**config.mk**
```make
export PLATFORM = sky130hd
export DESIGN_NAME = ued_top
export DESIGN_NICKNAME = d
export VERILOG_FILES = /design/src/core/ued_pkg.sv /design/src/core/ued_top.sv /design/src/core/ued_fifo.sv /design/src/core/ued_ep0_buf.sv
export SDC_FILE = /design/constraint.sdc
export NUM_CORES = 1
export LEC_CHECK = 0
export BUFFER_PORTS_ARGS = -buffer_cell sky130_fd_sc_hd__buf_2
export CAP_MARGIN = 20
export CORE_ASPECT_RATIO = 0.7
export CORE_UTILIZATION = 46
export DETAILED_ROUTE_END_ITERATION = 12
export HOLD_SLACK_MARGIN = 0.03
export PLACE_DENSITY = 0.74
export SLEW_MARGIN = 20
export SYNTH_ARGS = -nofsm -noshare
export SYNTH_HDL_FRONTEND = slang
export SYNTH_SLANG_ARGS = --single-unit
```
**constraint.sdc**
```tcl
create_clock -name core_clk_i -period 3.3 [get_ports core_clk_i]
set_clock_uncertainty 0.15 [all_clocks]
set_input_delay 0.33 -clock core_clk_i [delete_from_list [all_inputs] [get_ports core_clk_i]]
set_output_delay 0.33 -clock core_clk_i [all_outputs]
set_load 0.005 [all_outputs]
```
**src/core/ued_pkg.sv**
```systemverilog
package ued_pkg;

  // ************************************************************
  // Register indices; the byte address is four times the index.
  // ************************************************************
  localparam int unsigned APB_AW = 10;
  localparam int unsigned IDX_LSB = 2;
  localparam logic [7:0] IDX_EP0_DATA0 = 8'h40;
  localparam logic [7:0] IDX_EP0_DATA1 = 8'h41;
  localparam logic [7:0] IDX_EP0_DATA2 = 8'h42;
  localparam logic [7:0] IDX_EP0_DATA3 = 8'h43;
  localparam logic [7:0] IDX_EP0_DATA5 = 8'h44;
  localparam logic [7:0] IDX_EP0_DATA6 = 8'h45;
  localparam logic [7:0] IDX_EP0_DATA7 = 8'h46;
  localparam logic [7:0] IDX_EP0_DATA4 = 8'h47;
  localparam logic [7:0] IDX_MODULE_CTRL = 8'h51;
  localparam logic [7:0] IDX_EP0_CTRL = 8'h54;
  localparam logic [7:0] IDX_EP_CFG = 8'h55;
  localparam logic [7:0] IDX_EP12_BASE = 8'h5d;
  localparam logic [7:0] IDX_EP34_BASE = 8'h5e;
  localparam logic [7:0] IDX_INTF_MAP = 8'h5f;

  // ************************************************************
  // Field layout and reset values.
  // ************************************************************
  localparam int unsigned BIT_MODULE_ENABLE = 7;
  localparam int unsigned BIT_CLOCK_GATE = 6;
  localparam int unsigned BIT_PACKET_VALID = 3;
  localparam int unsigned CNT_LSB = 4;
  localparam int unsigned CNT_W = 4;
  localparam int unsigned EP0_BYTES = 8;
  localparam int unsigned BASE_W = 3;
  localparam int unsigned BASE_HI_LSB = 4;
  localparam logic [7:0] BASE_MASK = 8'h77;
  localparam logic [7:0] INTF_MASK = 8'h55;
  localparam logic [7:0] REG_RESET = 8'h00;
  localparam int unsigned FIFO_DEPTH = 4;
  localparam int unsigned CLK_MHZ = 25;

  typedef enum logic [1:0] {
    UED_IDLE,
    UED_SEND,
    UED_WAIT_ACK
  } ued_in_state_t;

endpackage

```
**src/core/ued_top.sv**
```systemverilog
// Functional notes
// - Setting the enable bit snapshots endpoint config, interface map and both base pointers.
// - Clearing the enable bit resets the USB logic back to its powered state.
// - The enable bit is read/write, 1 enabled, 0 disabled, cleared by reset.
// - The clock gate bit lets the USB clock reach the module, blocked while it is zero.
// - The clock gate bit is read/write, 1 clock on, 0 clock off, cleared by reset.
// - Device reset leaves the eight endpoint-0 data bytes unchanged.
// - IN tokens get NAK until software has loaded bytes and count and set the valid bit.
//
// Decided for this implementation: the APB register port.
`timescale 1ns/1ps
module ued_top import ued_pkg::*; (
  input wire logic core_clk_i, // Core clock, 25 MHz.
  input wire logic nrst_i, // Asynchronous reset, active low.
  input wire logic psel, // APB select.
  input wire logic penable, // APB access phase.
  input wire logic pwrite, // APB direction, high for write.
  input wire logic [APB_AW-1:0] paddr, // APB byte address.
  input wire logic [31:0] pwdata, // APB write data.
  output logic [31:0] prdata, // APB read data.
  output logic pready, // APB ready.
  output logic pslverr, // APB error for unmapped index.
  output logic usb_clk_on_o, // Gate enable for the 48MHz USB clock.
  output logic usb_active_o, // USB logic enabled and clocked.
  output logic [4*BASE_W-1:0] work_base_o, // Working base fields, ep4..ep1.
  output logic [7:0] work_intf_o, // Working endpoint interface map.
  output logic [7:0] work_ep_cfg_o, // Working endpoint config.
  input wire logic in_token_i, // Endpoint-0 IN token seen, one-cycle pulse.
  input wire logic in_ack_i, // Host ACKed the IN packet, one-cycle pulse.
  output logic in_nak_o, // Answer NAK to the token, one-cycle pulse.
  output logic tx_valid_o, // IN byte available.
  input wire logic tx_ready_i, // Link takes the IN byte.
  output logic [7:0] tx_data_o, // IN byte.
  output logic tx_last_o, // Last byte of the IN packet.
  input wire logic rx_valid_i, // OUT byte offered.
  output logic rx_ready_o, // OUT byte accepted.
  input wire logic [7:0] rx_data_i, // OUT byte.
  input wire logic rx_last_i // Last byte of the OUT packet.
);

  localparam int unsigned IW = $clog2(EP0_BYTES);

  // ************************************************************
  // Decoding helpers.
  // ************************************************************
  // Maps a register index to a data byte slot; bit IW flags a hit.
  function automatic logic [IW:0] data_slot(input logic [7:0] idx);
    case (idx)
      IDX_EP0_DATA0: data_slot = {1'b1, IW'(0)};
      IDX_EP0_DATA1: data_slot = {1'b1, IW'(1)};
      IDX_EP0_DATA2: data_slot = {1'b1, IW'(2)};
      IDX_EP0_DATA3: data_slot = {1'b1, IW'(3)};
      IDX_EP0_DATA4: data_slot = {1'b1, IW'(4)};
      IDX_EP0_DATA5: data_slot = {1'b1, IW'(5)};
      IDX_EP0_DATA6: data_slot = {1'b1, IW'(6)};
      IDX_EP0_DATA7: data_slot = {1'b1, IW'(7)};
      default: data_slot = '0;
    endcase
  endfunction

  logic enable_reg;
  logic clk_gate_reg;
  logic [7:0] ep12_reg;
  logic [7:0] ep34_reg;
  logic [7:0] intf_reg;
  logic [7:0] ep_cfg_reg;
  logic [CNT_W-1:0] in_cnt_reg;
  logic [CNT_W-1:0] out_cnt_reg;
  logic valid_reg;
  logic [7:0] w_ep12_reg;
  logic [7:0] w_ep34_reg;
  logic [7:0] w_intf_reg;
  logic [7:0] w_cfg_reg;
  logic [31:0] prdata_reg;
  ued_in_state_t state_reg;
  ued_in_state_t state_next;
  logic [IW:0] tx_idx_reg;
  logic [IW-1:0] rx_idx_reg;
  logic nak_reg;

  // ************************************************************
  // APB decode.
  // ************************************************************
  // Zero-wait slave: read data is captured in the setup cycle.
  logic [7:0] idx;
  logic [IW:0] slot;
  logic mapped;
  logic setup;
  logic wr_en;
  logic [7:0] wb;
  logic [7:0] rd_byte;
  logic [7:0] buf_rdata;
  logic active;
  logic soft_rst;
  logic enable_rise;
  logic ack_clr;
  logic sw_valid_wr;
  assign idx = paddr[IDX_LSB +: 8];
  assign slot = data_slot(idx);
  assign mapped = slot[IW] || (idx == IDX_MODULE_CTRL) || (idx == IDX_EP0_CTRL)
    || (idx == IDX_EP_CFG) || (idx == IDX_EP12_BASE) || (idx == IDX_EP34_BASE)
    || (idx == IDX_INTF_MAP);
  assign setup = psel && !penable;
  assign pready = psel && penable;
  assign pslverr = pready && !mapped;
  assign wr_en = pready && pwrite && mapped;
  assign wb = pwdata[7:0];
  assign prdata = prdata_reg;

  // Read mux; unused bits of every register read as zero.
  assign rd_byte = slot[IW] ? buf_rdata :
    (idx == IDX_MODULE_CTRL) ? 8'((enable_reg << BIT_MODULE_ENABLE)
      | (clk_gate_reg << BIT_CLOCK_GATE)) :
    (idx == IDX_EP0_CTRL) ? 8'((out_cnt_reg << CNT_LSB) | (valid_reg << BIT_PACKET_VALID)) :
    (idx == IDX_EP_CFG) ? ep_cfg_reg :
    (idx == IDX_EP12_BASE) ? ep12_reg :
    (idx == IDX_EP34_BASE) ? ep34_reg :
    (idx == IDX_INTF_MAP) ? intf_reg : REG_RESET;

  // ************************************************************
  // Module control.
  // ************************************************************
  // The USB side runs only when both the gate and the enable are set.
  assign active = enable_reg && clk_gate_reg;
  assign soft_rst = !enable_reg;
  assign usb_clk_on_o = clk_gate_reg;
  assign usb_active_o = active;
  assign enable_rise = wr_en && (idx == IDX_MODULE_CTRL) && wb[BIT_MODULE_ENABLE]
    && !enable_reg;
  assign ack_clr = (state_reg == UED_WAIT_ACK) && in_ack_i && active;
  assign sw_valid_wr = wr_en && (idx == IDX_EP0_CTRL);

  // Software registers; reset clears enable and gate.
  always_ff @(posedge core_clk_i or negedge nrst_i) begin
    if (!nrst_i) begin
      enable_reg <= 1'b0;
      clk_gate_reg <= 1'b0;
      ep12_reg <= REG_RESET;
      ep34_reg <= REG_RESET;
      intf_reg <= REG_RESET;
      ep_cfg_reg <= REG_RESET;
      prdata_reg <= '0;
    end else begin
      if (setup) begin
        prdata_reg <= {24'h0000_00, rd_byte};
      end
      if (wr_en && (idx == IDX_MODULE_CTRL)) begin
        enable_reg <= wb[BIT_MODULE_ENABLE];
        clk_gate_reg <= wb[BIT_CLOCK_GATE];
      end
      if (wr_en && (idx == IDX_EP12_BASE)) begin
        ep12_reg <= wb & BASE_MASK;
      end
      if (wr_en && (idx == IDX_EP34_BASE)) begin
        ep34_reg <= wb & BASE_MASK;
      end
      if (wr_en && (idx == IDX_INTF_MAP)) begin
        intf_reg <= wb & INTF_MASK;
      end
      if (wr_en && (idx == IDX_EP_CFG)) begin
        ep_cfg_reg <= wb;
      end
    end
  end

  // Working copy is taken only on the enable edge, so later writes wait.
  always_ff @(posedge core_clk_i or negedge nrst_i) begin
    if (!nrst_i) begin
      w_ep12_reg <= REG_RESET;
      w_ep34_reg <= REG_RESET;
      w_intf_reg <= REG_RESET;
      w_cfg_reg <= REG_RESET;
    end else if (enable_rise) begin
      w_ep12_reg <= ep12_reg;
      w_ep34_reg <= ep34_reg;
      w_intf_reg <= intf_reg;
      w_cfg_reg <= ep_cfg_reg;
    end
  end

  assign work_base_o = {w_ep34_reg[BASE_HI_LSB +: BASE_W], w_ep34_reg[BASE_W-1:0],
    w_ep12_reg[BASE_HI_LSB +: BASE_W], w_ep12_reg[BASE_W-1:0]};
  assign work_intf_o = w_intf_reg;
  assign work_ep_cfg_o = w_cfg_reg;

  // ************************************************************
  // Endpoint-0 control: IN count, valid bit, OUT count.
  // ************************************************************
  // A software set in the same cycle as the ACK clear wins.
  always_ff @(posedge core_clk_i or negedge nrst_i) begin
    if (!nrst_i) begin
      in_cnt_reg <= '0;
      valid_reg <= 1'b0;
    end else if (soft_rst) begin
      in_cnt_reg <= '0;
      valid_reg <= 1'b0;
    end else if (sw_valid_wr) begin
      in_cnt_reg <= wb[CNT_LSB +: CNT_W];
      valid_reg <= wb[BIT_PACKET_VALID];
    end else if (ack_clr) begin
      valid_reg <= 1'b0;
    end
  end

  // ************************************************************
  // IN packet sequencer.
  // ************************************************************
  // A full FIFO stalls the sender without losing its place.
  logic fifo_in_ready;
  logic last_byte;
  logic push;
  logic [7:0] tx_byte;
  assign last_byte = (tx_idx_reg + 1'b1) == (IW+1)'(in_cnt_reg);
  assign push = (state_reg == UED_SEND) && fifo_in_ready;

  always_comb begin
    state_next = state_reg;
    case (state_reg)
      UED_IDLE: begin
        if (in_token_i && active && valid_reg) begin
          state_next = (in_cnt_reg == '0) ? UED_WAIT_ACK : UED_SEND;
        end
      end
      UED_SEND: begin
        if (push && last_byte) begin
          state_next = UED_WAIT_ACK;
        end
      end
      UED_WAIT_ACK: begin
        if (in_ack_i) begin
          state_next = UED_IDLE;
        end
      end
      default: state_next = UED_IDLE;
    endcase
  end

  // State, byte index and NAK pulse.
  always_ff @(posedge core_clk_i or negedge nrst_i) begin
    if (!nrst_i) begin
      state_reg <= UED_IDLE;
      tx_idx_reg <= '0;
      nak_reg <= 1'b0;
    end else if (!active) begin
      state_reg <= UED_IDLE;
      tx_idx_reg <= '0;
      nak_reg <= 1'b0;
    end else begin
      state_reg <= state_next;
      tx_idx_reg <= (state_next == UED_SEND) ? tx_idx_reg + (IW+1)'(push) : '0;
      nak_reg <= in_token_i && (state_reg == UED_IDLE) && !valid_reg;
    end
  end
  assign in_nak_o = nak_reg;

  ued_fifo #(.WIDTH(9), .DEPTH(FIFO_DEPTH)) ued_fifo_i (
    .core_clk_i(core_clk_i),
    .nrst_i(nrst_i),
    .flush_i(!active),
    .in_valid_i(state_reg == UED_SEND),
    .in_ready_o(fifo_in_ready),
    .in_data_i({last_byte, tx_byte}),
    .out_valid_o(tx_valid_o),
    .out_ready_i(tx_ready_i),
    .out_data_o({tx_last_o, tx_data_o})
  );

  // ************************************************************
  // OUT packet capture.
  // ************************************************************
  // Bytes past the eighth are accepted and each one overwrites the eighth byte.
  assign rx_ready_o = active;
  logic rx_take;
  assign rx_take = rx_valid_i && active;

  always_ff @(posedge core_clk_i or negedge nrst_i) begin
    if (!nrst_i) begin
      rx_idx_reg <= '0;
      out_cnt_reg <= '0;
    end else if (soft_rst) begin
      rx_idx_reg <= '0;
      out_cnt_reg <= '0;
    end else if (rx_take && rx_last_i) begin
      rx_idx_reg <= '0;
      out_cnt_reg <= CNT_W'(rx_idx_reg) + 1'b1;
    end else if (rx_take && (rx_idx_reg != IW'(EP0_BYTES - 1))) begin
      rx_idx_reg <= rx_idx_reg + 1'b1;
    end
  end

  ued_ep0_buf #(.NBYTES(EP0_BYTES)) ued_ep0_buf_i (
    .core_clk_i(core_clk_i),
    .cpu_we_i(wr_en && slot[IW]),
    .cpu_idx_i(slot[IW-1:0]),
    .cpu_wdata_i(wb),
    .cpu_rdata_o(buf_rdata),
    .link_we_i(rx_take),
    .link_idx_i(rx_idx_reg),
    .link_wdata_i(rx_data_i),
    .tx_idx_i(tx_idx_reg[IW-1:0]),
    .tx_data_o(tx_byte)
  );
endmodule

```
**src/core/ued_fifo.sv**
```systemverilog
`timescale 1ns/1ps
module ued_fifo import ued_pkg::*; #(
  parameter int unsigned WIDTH = 9,
  parameter int unsigned DEPTH = FIFO_DEPTH
) (
  input wire logic core_clk_i, // Core clock.
  input wire logic nrst_i, // Asynchronous reset, active low.
  input wire logic flush_i, // Synchronous flush.
  input wire logic in_valid_i, // Word offered.
  output logic in_ready_o, // Room for a word.
  input wire logic [WIDTH-1:0] in_data_i, // Word to store.
  output logic out_valid_o, // Word available.
  input wire logic out_ready_i, // Drain side takes the word.
  output logic [WIDTH-1:0] out_data_o // Oldest word.
);

  localparam int unsigned PW = $clog2(DEPTH);

  logic [WIDTH-1:0] mem_reg [DEPTH];
  logic [PW-1:0] wr_reg;
  logic [PW-1:0] rd_reg;
  logic [PW:0] cnt_reg;
  logic push;
  logic pop;

  // ************************************************************
  // Handshake.
  // ************************************************************
  // Full and empty come straight from the occupancy count.
  assign in_ready_o = (cnt_reg != (PW+1)'(DEPTH)) && !flush_i;
  assign out_valid_o = (cnt_reg != '0);
  assign push = in_valid_i && in_ready_o;
  assign pop = out_valid_o && out_ready_i;
  assign out_data_o = mem_reg[rd_reg];

  // Storage has no reset; only pointers matter.
  always_ff @(posedge core_clk_i) begin
    if (push) begin
      mem_reg[wr_reg] <= in_data_i;
    end
  end

  // Pointers wrap at the depth; depth is a power of two.
  always_ff @(posedge core_clk_i or negedge nrst_i) begin
    if (!nrst_i) begin
      wr_reg <= '0;
      rd_reg <= '0;
      cnt_reg <= '0;
    end else if (flush_i) begin
      wr_reg <= '0;
      rd_reg <= '0;
      cnt_reg <= '0;
    end else begin
      wr_reg <= wr_reg + PW'(push);
      rd_reg <= rd_reg + PW'(pop);
      cnt_reg <= cnt_reg + (PW+1)'(push) - (PW+1)'(pop);
    end
  end
endmodule

```
**src/core/ued_ep0_buf.sv**
```systemverilog
`timescale 1ns/1ps
module ued_ep0_buf import ued_pkg::*; #(
  parameter int unsigned NBYTES = EP0_BYTES
) (
  input wire logic core_clk_i, // Core clock.
  input wire logic cpu_we_i, // Software writes an IN byte.
  input wire logic [$clog2(NBYTES)-1:0] cpu_idx_i, // Byte selected by software.
  input wire logic [7:0] cpu_wdata_i, // IN byte value.
  output logic [7:0] cpu_rdata_o, // OUT byte at the selected index.
  input wire logic link_we_i, // Link stores a received OUT byte.
  input wire logic [$clog2(NBYTES)-1:0] link_idx_i, // OUT byte position.
  input wire logic [7:0] link_wdata_i, // Received OUT byte.
  input wire logic [$clog2(NBYTES)-1:0] tx_idx_i, // IN byte to send.
  output logic [7:0] tx_data_o // IN byte for the link.
);

  logic [7:0] out_reg [NBYTES];
  logic [7:0] in_reg [NBYTES];

  // ************************************************************
  // Byte storage, two banks behind one address each.
  // ************************************************************
  // No reset on purpose: contents survive any device reset.
  for (genvar g = 0; g < NBYTES; g++) begin : g_byte
    always_ff @(posedge core_clk_i) begin
      if (link_we_i && (link_idx_i == g)) begin
        out_reg[g] <= link_wdata_i;
      end
      if (cpu_we_i && (cpu_idx_i == g)) begin
        in_reg[g] <= cpu_wdata_i;
      end
    end
  end

  // Reads see the OUT bank; the link sends from the IN bank.
  assign cpu_rdata_o = out_reg[cpu_idx_i];
  assign tx_data_o = in_reg[tx_idx_i];

endmodule

```
Word level (Yosys, flattened, before mapping). Memory sizes are Yosys's and may differ from the RTL's. Cells that the tools add are included.

Register bits: 84. Latch bits: 0. Bits in writable memories: 164. Bits in read-only memories: 0. Logic and storage cells: 251. Memories kept: 3.

Memory list: ued_ep0_buf_i.in_reg (words 8, width 8, rd ports 1, clocked after memory_dff 0, write ports 1, line ued_ep0_buf.sv:18) `logic [7:0] in_reg [NBYTES];`; ued_ep0_buf_i.out_reg (words 8, width 8, rd ports 1, clocked after memory_dff 0, write ports 1, line ued_ep0_buf.sv:17) `logic [7:0] out_reg [NBYTES];`; ued_fifo_i.mem_reg (words 4, width 9, rd ports 1, clocked after memory_dff 0, write ports 1, line ued_fifo.sv:19) `logic [WIDTH-1:0] mem_reg [DEPTH];`.

$add $sub $neg: 8. Multiply operators: 0. Divide/modulo/power cells: 0. $lt $le $gt $ge: 0. Equal/unequal tests: 38. Shift operators: 0. Multiplexer cells: 106. Bitwise gates (word level): 2. Reductions and logical operators: 73.

Operator list (number): $mux 8 (18); $eq 8x7->1 const B (14); $reduce_or 8->1 (14); $mux 3 (18); $mux 1 (52); $logic_and 1x1->1 (44); $pmux 4 s8 (1); $eq 3x3->1 const B (8); $mux 4 (6); $mux 7 (3); $mux 2 (7); $eq 3x2->1 const B (4); $or 8x4->8 (1); $or 8x7->8 (1); $eq 3x1->1 const B (2); $logic_not 3->1 (2); $logic_or 1x1->1 (6); $ne 3x1->1 const B (2); $ne 3x3->1 const B (2); $pmux 2 s3 (1); $add 2x1->2 (2); $add 3x1->4 const B (1); $add 4x1->4 (1); $add 4x1->4 const B (1); 11 further kinds (16).

Logic depth before layout (Yosys ltp).
Depth in word-level cells: 21. Mapped depth: 8. Depth with buffers taken out: 8.

Modules after synthesis. A second synthesis with hierarchy kept.

Cell total of the unflattened synthesis: 696. Area, all modules: 10876.7 um^2.

Modules (own cells, without submodules): ued_ep0_buf (instances 1, cells each 249, area each 5051.1 um^2, sequential area each 3843.7 um^2); ued_top (instances 1, cells each 363, area each 4113.9 um^2, sequential area each 1926.8 um^2); ued_fifo (instances 1, cells each 84, area each 1711.6 um^2, sequential area each 1256.2 um^2).

Worst setup path before layout. OpenSTA, ideal clock, no wires.

Kind: input port to flip-flop. Start point: in paddr[6]. End point: mem ued_ep0_buf_i.in_reg[0][0] (enable). Setup time: 0.370 ns. Data arrival time: 1.883 ns. Data required time: 2.780 ns. Path slack: 0.897 ns. Stages on the path: 5. Path buffers: 1. Cells stage by stage: or4b_4 -> buf_2 -> o32ai_2 -> nand3_1 -> nor2_1.

Word-level cells in the longest chain between the ends: 21. Elaborated cells on any way between the ends: 76. Classes of those cells: eq/ne (21); mux (31); reduce/logical (24).

Ends and longest elaborated chain: start: declaration (line ued_top.sv:18) `input wire logic [APB_AW-1:0] paddr,`; $eq 8x7->1 (line ued_top.sv:48) `case (idx)`; $pmux 4 s8 (line ued_top.sv:48); $logic_or 1x1->1 (2 in series) (line ued_top.sv:100) `assign mapped = slot[IW] || (idx == IDX_MODULE_CTRL) || (idx == IDX_EP0_CTRL)`; $logic_or 1x1->1 (3 in series) (line ued_top.sv:101) `|| (idx == IDX_EP_CFG) || (idx == IDX_EP12_BASE) || (idx == IDX_EP34_BASE)`; $logic_or 1x1->1 (line ued_top.sv:102) `|| (idx == IDX_INTF_MAP);`; $logic_and 1x1->1 (line ued_top.sv:106) `assign wr_en = pready && pwrite && mapped;`; $logic_and 1x1->1 (line ued_top.sv:293) `.cpu_we_i(wr_en && slot[IW]),`; $logic_and 1x1->1 (line ued_ep0_buf.sv:29) `if (cpu_we_i && (cpu_idx_i == g)) begin`; $mux 1 (line ued_ep0_buf.sv:29); $mux 1 (implied by the code) (line ued_ep0_buf.sv:30) `in_reg[g] <= cpu_wdata_i;`; $reduce_or 8->1 (no line); $mux 3 (no line) / $mux 1 (equally long branches) (7 in series); end: declaration (line ued_ep0_buf.sv:18).

Parallel ways exist; a longest one is shown, timed or not.

Worst setup path in the final report.
Start point: reg ued_fifo_i.rd_reg[0]. End point: out tx_data_o[7].

Word-level cells in the longest chain between the ends: 1.

Ends and longest elaborated chain: start: declaration (line ued_fifo.sv:21) `logic [PW-1:0] rd_reg;`; start signal: assignment (line ued_fifo.sv:55) `rd_reg <= rd_reg + PW'(pop);`; $mem_v2 4x9; end: declaration (line ued_top.sv:33) `output logic [7:0] tx_data_o,`.

No other way between the ends.

==> flow_metrics.py <==
metrics = {
    "clocking": {
        "clock_latency_ps": 510,
        "cts.clk_slew.worst_paths_ps": 60,
        "cts.sinks": 248,
        "tritoncts": "yes",
        "clockBufferDepth": 3,
        "cts_htree_levels": 1,
        "cts-root-buf": "clkbuf_16",
        "numCtsBuffers": 23,
    },
    "power": {
        "clkPwrFrac_pct": 42.4,
        "combPwrFrac_pct": 4.0,
        "leakage_nw": 4.942,
        "p_int_mw": 4.929,
        "powerDensity_mw_per_mm2": 499.8,
        "vdd_drop_max_mv": 0.3574,
        "power.share.switching_pct": 20.75,
        "finalPower_mw": 6.220,
        "power.switching_mw": 1.291,
        "seq_power_share_pct": 53.6,
    },
    "final_layout": {
        "multiInputGateArea_mm2": 0.003405,
        "final_common_cell": "edfxtp_1",
        "area_delta_synth_final_pct": 15.92,
        "fin_area_mm2": 0.01245,
        "regArea_mm2": 0.007027,
        "fillers": 1847,
        "nNetsFinal": 894,
        "fin_cells": 1151,
        "final_cell_mix": "edfxtp_1, dfrtp_1, buf_2, mux2_2, nor2_1",
        "drive_gt1_share_pct": 29.87,
    },
    "drt": {
        "route.met3.wl_um": 1799,
        "vias": 6391,
        "top_layer_used": "met4",
        "drt_wl_total_um": 23140,
        "drc": 0,
        "wl_met2_um": 10060,
        "postRouteAntennaNets": 0,
        "dr.pass1.iters": 5,
        "viasPerCell": 5.553,
        "first_iter_violations": 574,
        "m1WireLength_um": 10880,
        "routedWlPerCell_um": 20.10,
    },
    "timing": {
        "timing.fmax_mhz": 403.4,
        "period_minus_slack_ps": 2479,
        "slew_headroom_pct": 48.13,
        "setup_tns_ps": 0,
        "min_period_over_period_pct": 75.12,
        "final-hold-violation-count": 0,
        "rsz0062_at_grt": "no",
        "hold_ws_ps": 43.68,
        "tightestPinTransition_ps": 775.1,
        "timing.final.setup_violations": 0,
        "maxSlewViolCount": 0,
    },
    "floorplan": {
        "die_width_um": 184.6,
        "initial_core_util_pct": 47.11,
        "die_h_um": 129.8,
        "core_mm2": 0.02279,
        "io_pins": 136,
        "rows": 46,
        "die_area_mm2": 0.02396,
    },
    "place": {
        "dpl-instance-area_mm2": 0.01154,
        "hpwl_um": 15480,
        "dpl.cell_count": 1091,
        "port_buffers": 81,
        "place_congestion": 0.8790,
    },
    "global_route": {
        "grt_max_degree": 50,
        "grt_pass1_vias": 6254,
        "antenna_found_initial": 2,
        "overflow": 0,
        "gr-usage-all-layers_pct": 19.96,
        "grt_pass1_wl_um": 36000,
    },
    "yosys": {
        "syn_avg_cell_area_um2": 15.27,
        "async_reset_ff_share_pct": 33.87,
        "syn_area_mm2": 0.01074,
        "ys_types": 59,
        "synth-edff-count": 164,
        "netlist_instances": 703,
        "yosysSeqAreaShare_pct": 65.45,
        "synth_seq_cells": 248,
        "ys_warn_count": 0,
        "synth-main-ff-cell": "edfxtp_1",
    },
    "setup_path": {
        "crit_cells": 2,
        "crit_slowest_cell": "dfrtp_1",
        "arrival_ps": 2000,
        "critPathTopFamily": "flip-flops",
        "cp_slowest_stage_delay_ps": 730,
        "critPathLaunchType": "register",
        "crit_fanout": 10,
        "crit_type": "reg -> out",
        "end_kind": "primary output",
        "critPathBufInv": 1,
        "cp.required_ps": 2820,
        "r2r_cells": 6,
        "cp_cell_sequence": "mux4_2 -> buf_2",
        "reg2reg_slack_ps": 910,
    },
    "worst_hold_path": {
        "hold_path_class": "in -> reg",
        "whs_path_depth": 1,
    },
    "run_status": {
        "outcome": "complete, no violations",
    },
    "run": {
        "maxCapViolCount": 0,
    },
}
==> worst register-to-register path, stage by stage (launching register included) <==
cell and delay, ps:
dfrtp_1 760, ha_1 360, xnor2_1 150, nand2_1 110, nor3_1 540, nand2_1 110
a21oi_1 140
==> metal layers <==
| layer | track usage, % | up-vias |
|---|---|---|
| met5 | 0 | - |
| met4 | 4.608 | 0 |
| met3 | 4.382 | 30 |
| met2 | 29.90 | 262 |
| met1 | 29.76 | 3206 |
| li1 | - | 2893 |
==> path summary, 6_finish.rpt <==
kind	start	to
max in group asynchronous	nrst_i	w_ep34_reg[4]
worst max-delay path	ued_fifo_i.rd_reg[0]	tx_data_o[7]
worst max register to register	tx_idx_reg[0]	state_reg[1]
worst min-delay path	pwdata[2]	ued_ep0_buf_i.in_reg[0][2]
min in group asynchronous	nrst_i	ued_fifo_i.wr_reg[0]
worst min register to register	w_ep12_reg[1]	w_ep12_reg[1]
==> layout make-up <==
cell class,instances,area share (%)
clock buffer,25,4.685
multi-input combinational,405,27.35
inverter,15,0.4524
antenna,2,0.04021
tap,312,3.137
sequential,248,56.46
clock inverter,17,1.297
timing repair buffer,127,6.575
==> through the flow <==
step | worst slack, ps | utilization (%)
6_report | 821.1 | 54.61
4_1_cts | 764.0 | 54.54
5_1_grt | 692.3 | 54.58
3_5_place_dp | 595.2 | 50.61
2_1_floorplan | 897.1 | -
3_3_place_gp | 624.7 | 50.61
==> cell families (layout without fill, tap and decap cells) <==
| logic type | Yosys count | in the layout | synth area share (%) |
|---|---|---|---|
| other | 1 | 30 | 0.03493 |
| AND/OR/NAND/NOR | 144 | 144 | 7.272 |
| adder cells (fa/ha/maj) | 14 | 14 | 1.701 |
| XOR/XNOR | 13 | 13 | 1.060 |
| buffers and inverters | 77 | 184 | 3.846 |
| flip-flops | 248 | 248 | 65.45 |
| AO/OA/AOI/OAI | 101 | 101 | 7.086 |
| multiplexers | 105 | 105 | 13.55 |
==> repair_timing <==
item,in CTS,in global routing
setup buffers,0,0
hold endpoints to repair,133,6
resized for setup,0,0
hold buffers,15,1
==> power by group through the flow <==
stage | registers, mW | logic (mW) | clock network [mW]
after detailed placement | 3.40 | 0.228 | 0
final | 3.33 | 0.247 | 2.64
after CTS | 3.33 | 0.243 | 2.68
after global placement | 3.40 | 0.225 | 0
after global routing | 3.33 | 0.270 | 2.81
after floorplan | 3.40 | 0.127 | 0
==> synthesized netlist by cell type, types with 3 or more instances <==
cell | count | area share (%)
a2111oi_1 | 4 | 0.37
a21oi_1 | 14 | 0.65
a22o_1 | 14 | 1.1
a22oi_1 | 21 | 1.5
a31oi_1 | 7 | 0.41
and2_1 | 10 | 0.58
and3_1 | 16 | 0.93
buf_1 | 4 | 0.14
buf_2 | 12 | 0.56
buf_4 | 29 | 2.0
clkbuf_1 | 17 | 0.59
dfrtp_1 | 84 | 20
edfxtp_1 | 164 | 46
ha_1 | 13 | 1.5
inv_1 | 15 | 0.52
mux2_2 | 73 | 7.7
mux2i_1 | 7 | 0.65
mux4_2 | 25 | 5.2
nand2_1 | 22 | 0.77
nand2b_1 | 5 | 0.29
nand3_1 | 13 | 0.61
nand4_1 | 5 | 0.29
nor2_1 | 33 | 1.2
nor2b_1 | 14 | 0.82
nor3_1 | 10 | 0.47
nor3b_1 | 3 | 0.21
nor4_1 | 3 | 0.17
o211ai_1 | 3 | 0.21
o21ai_0 | 9 | 0.42
o22ai_1 | 4 | 0.23
o32a_1 | 5 | 0.47
xnor2_1 | 10 | 0.82
xor2_1 | 3 | 0.24
Power figures use the tool's default switching activity.
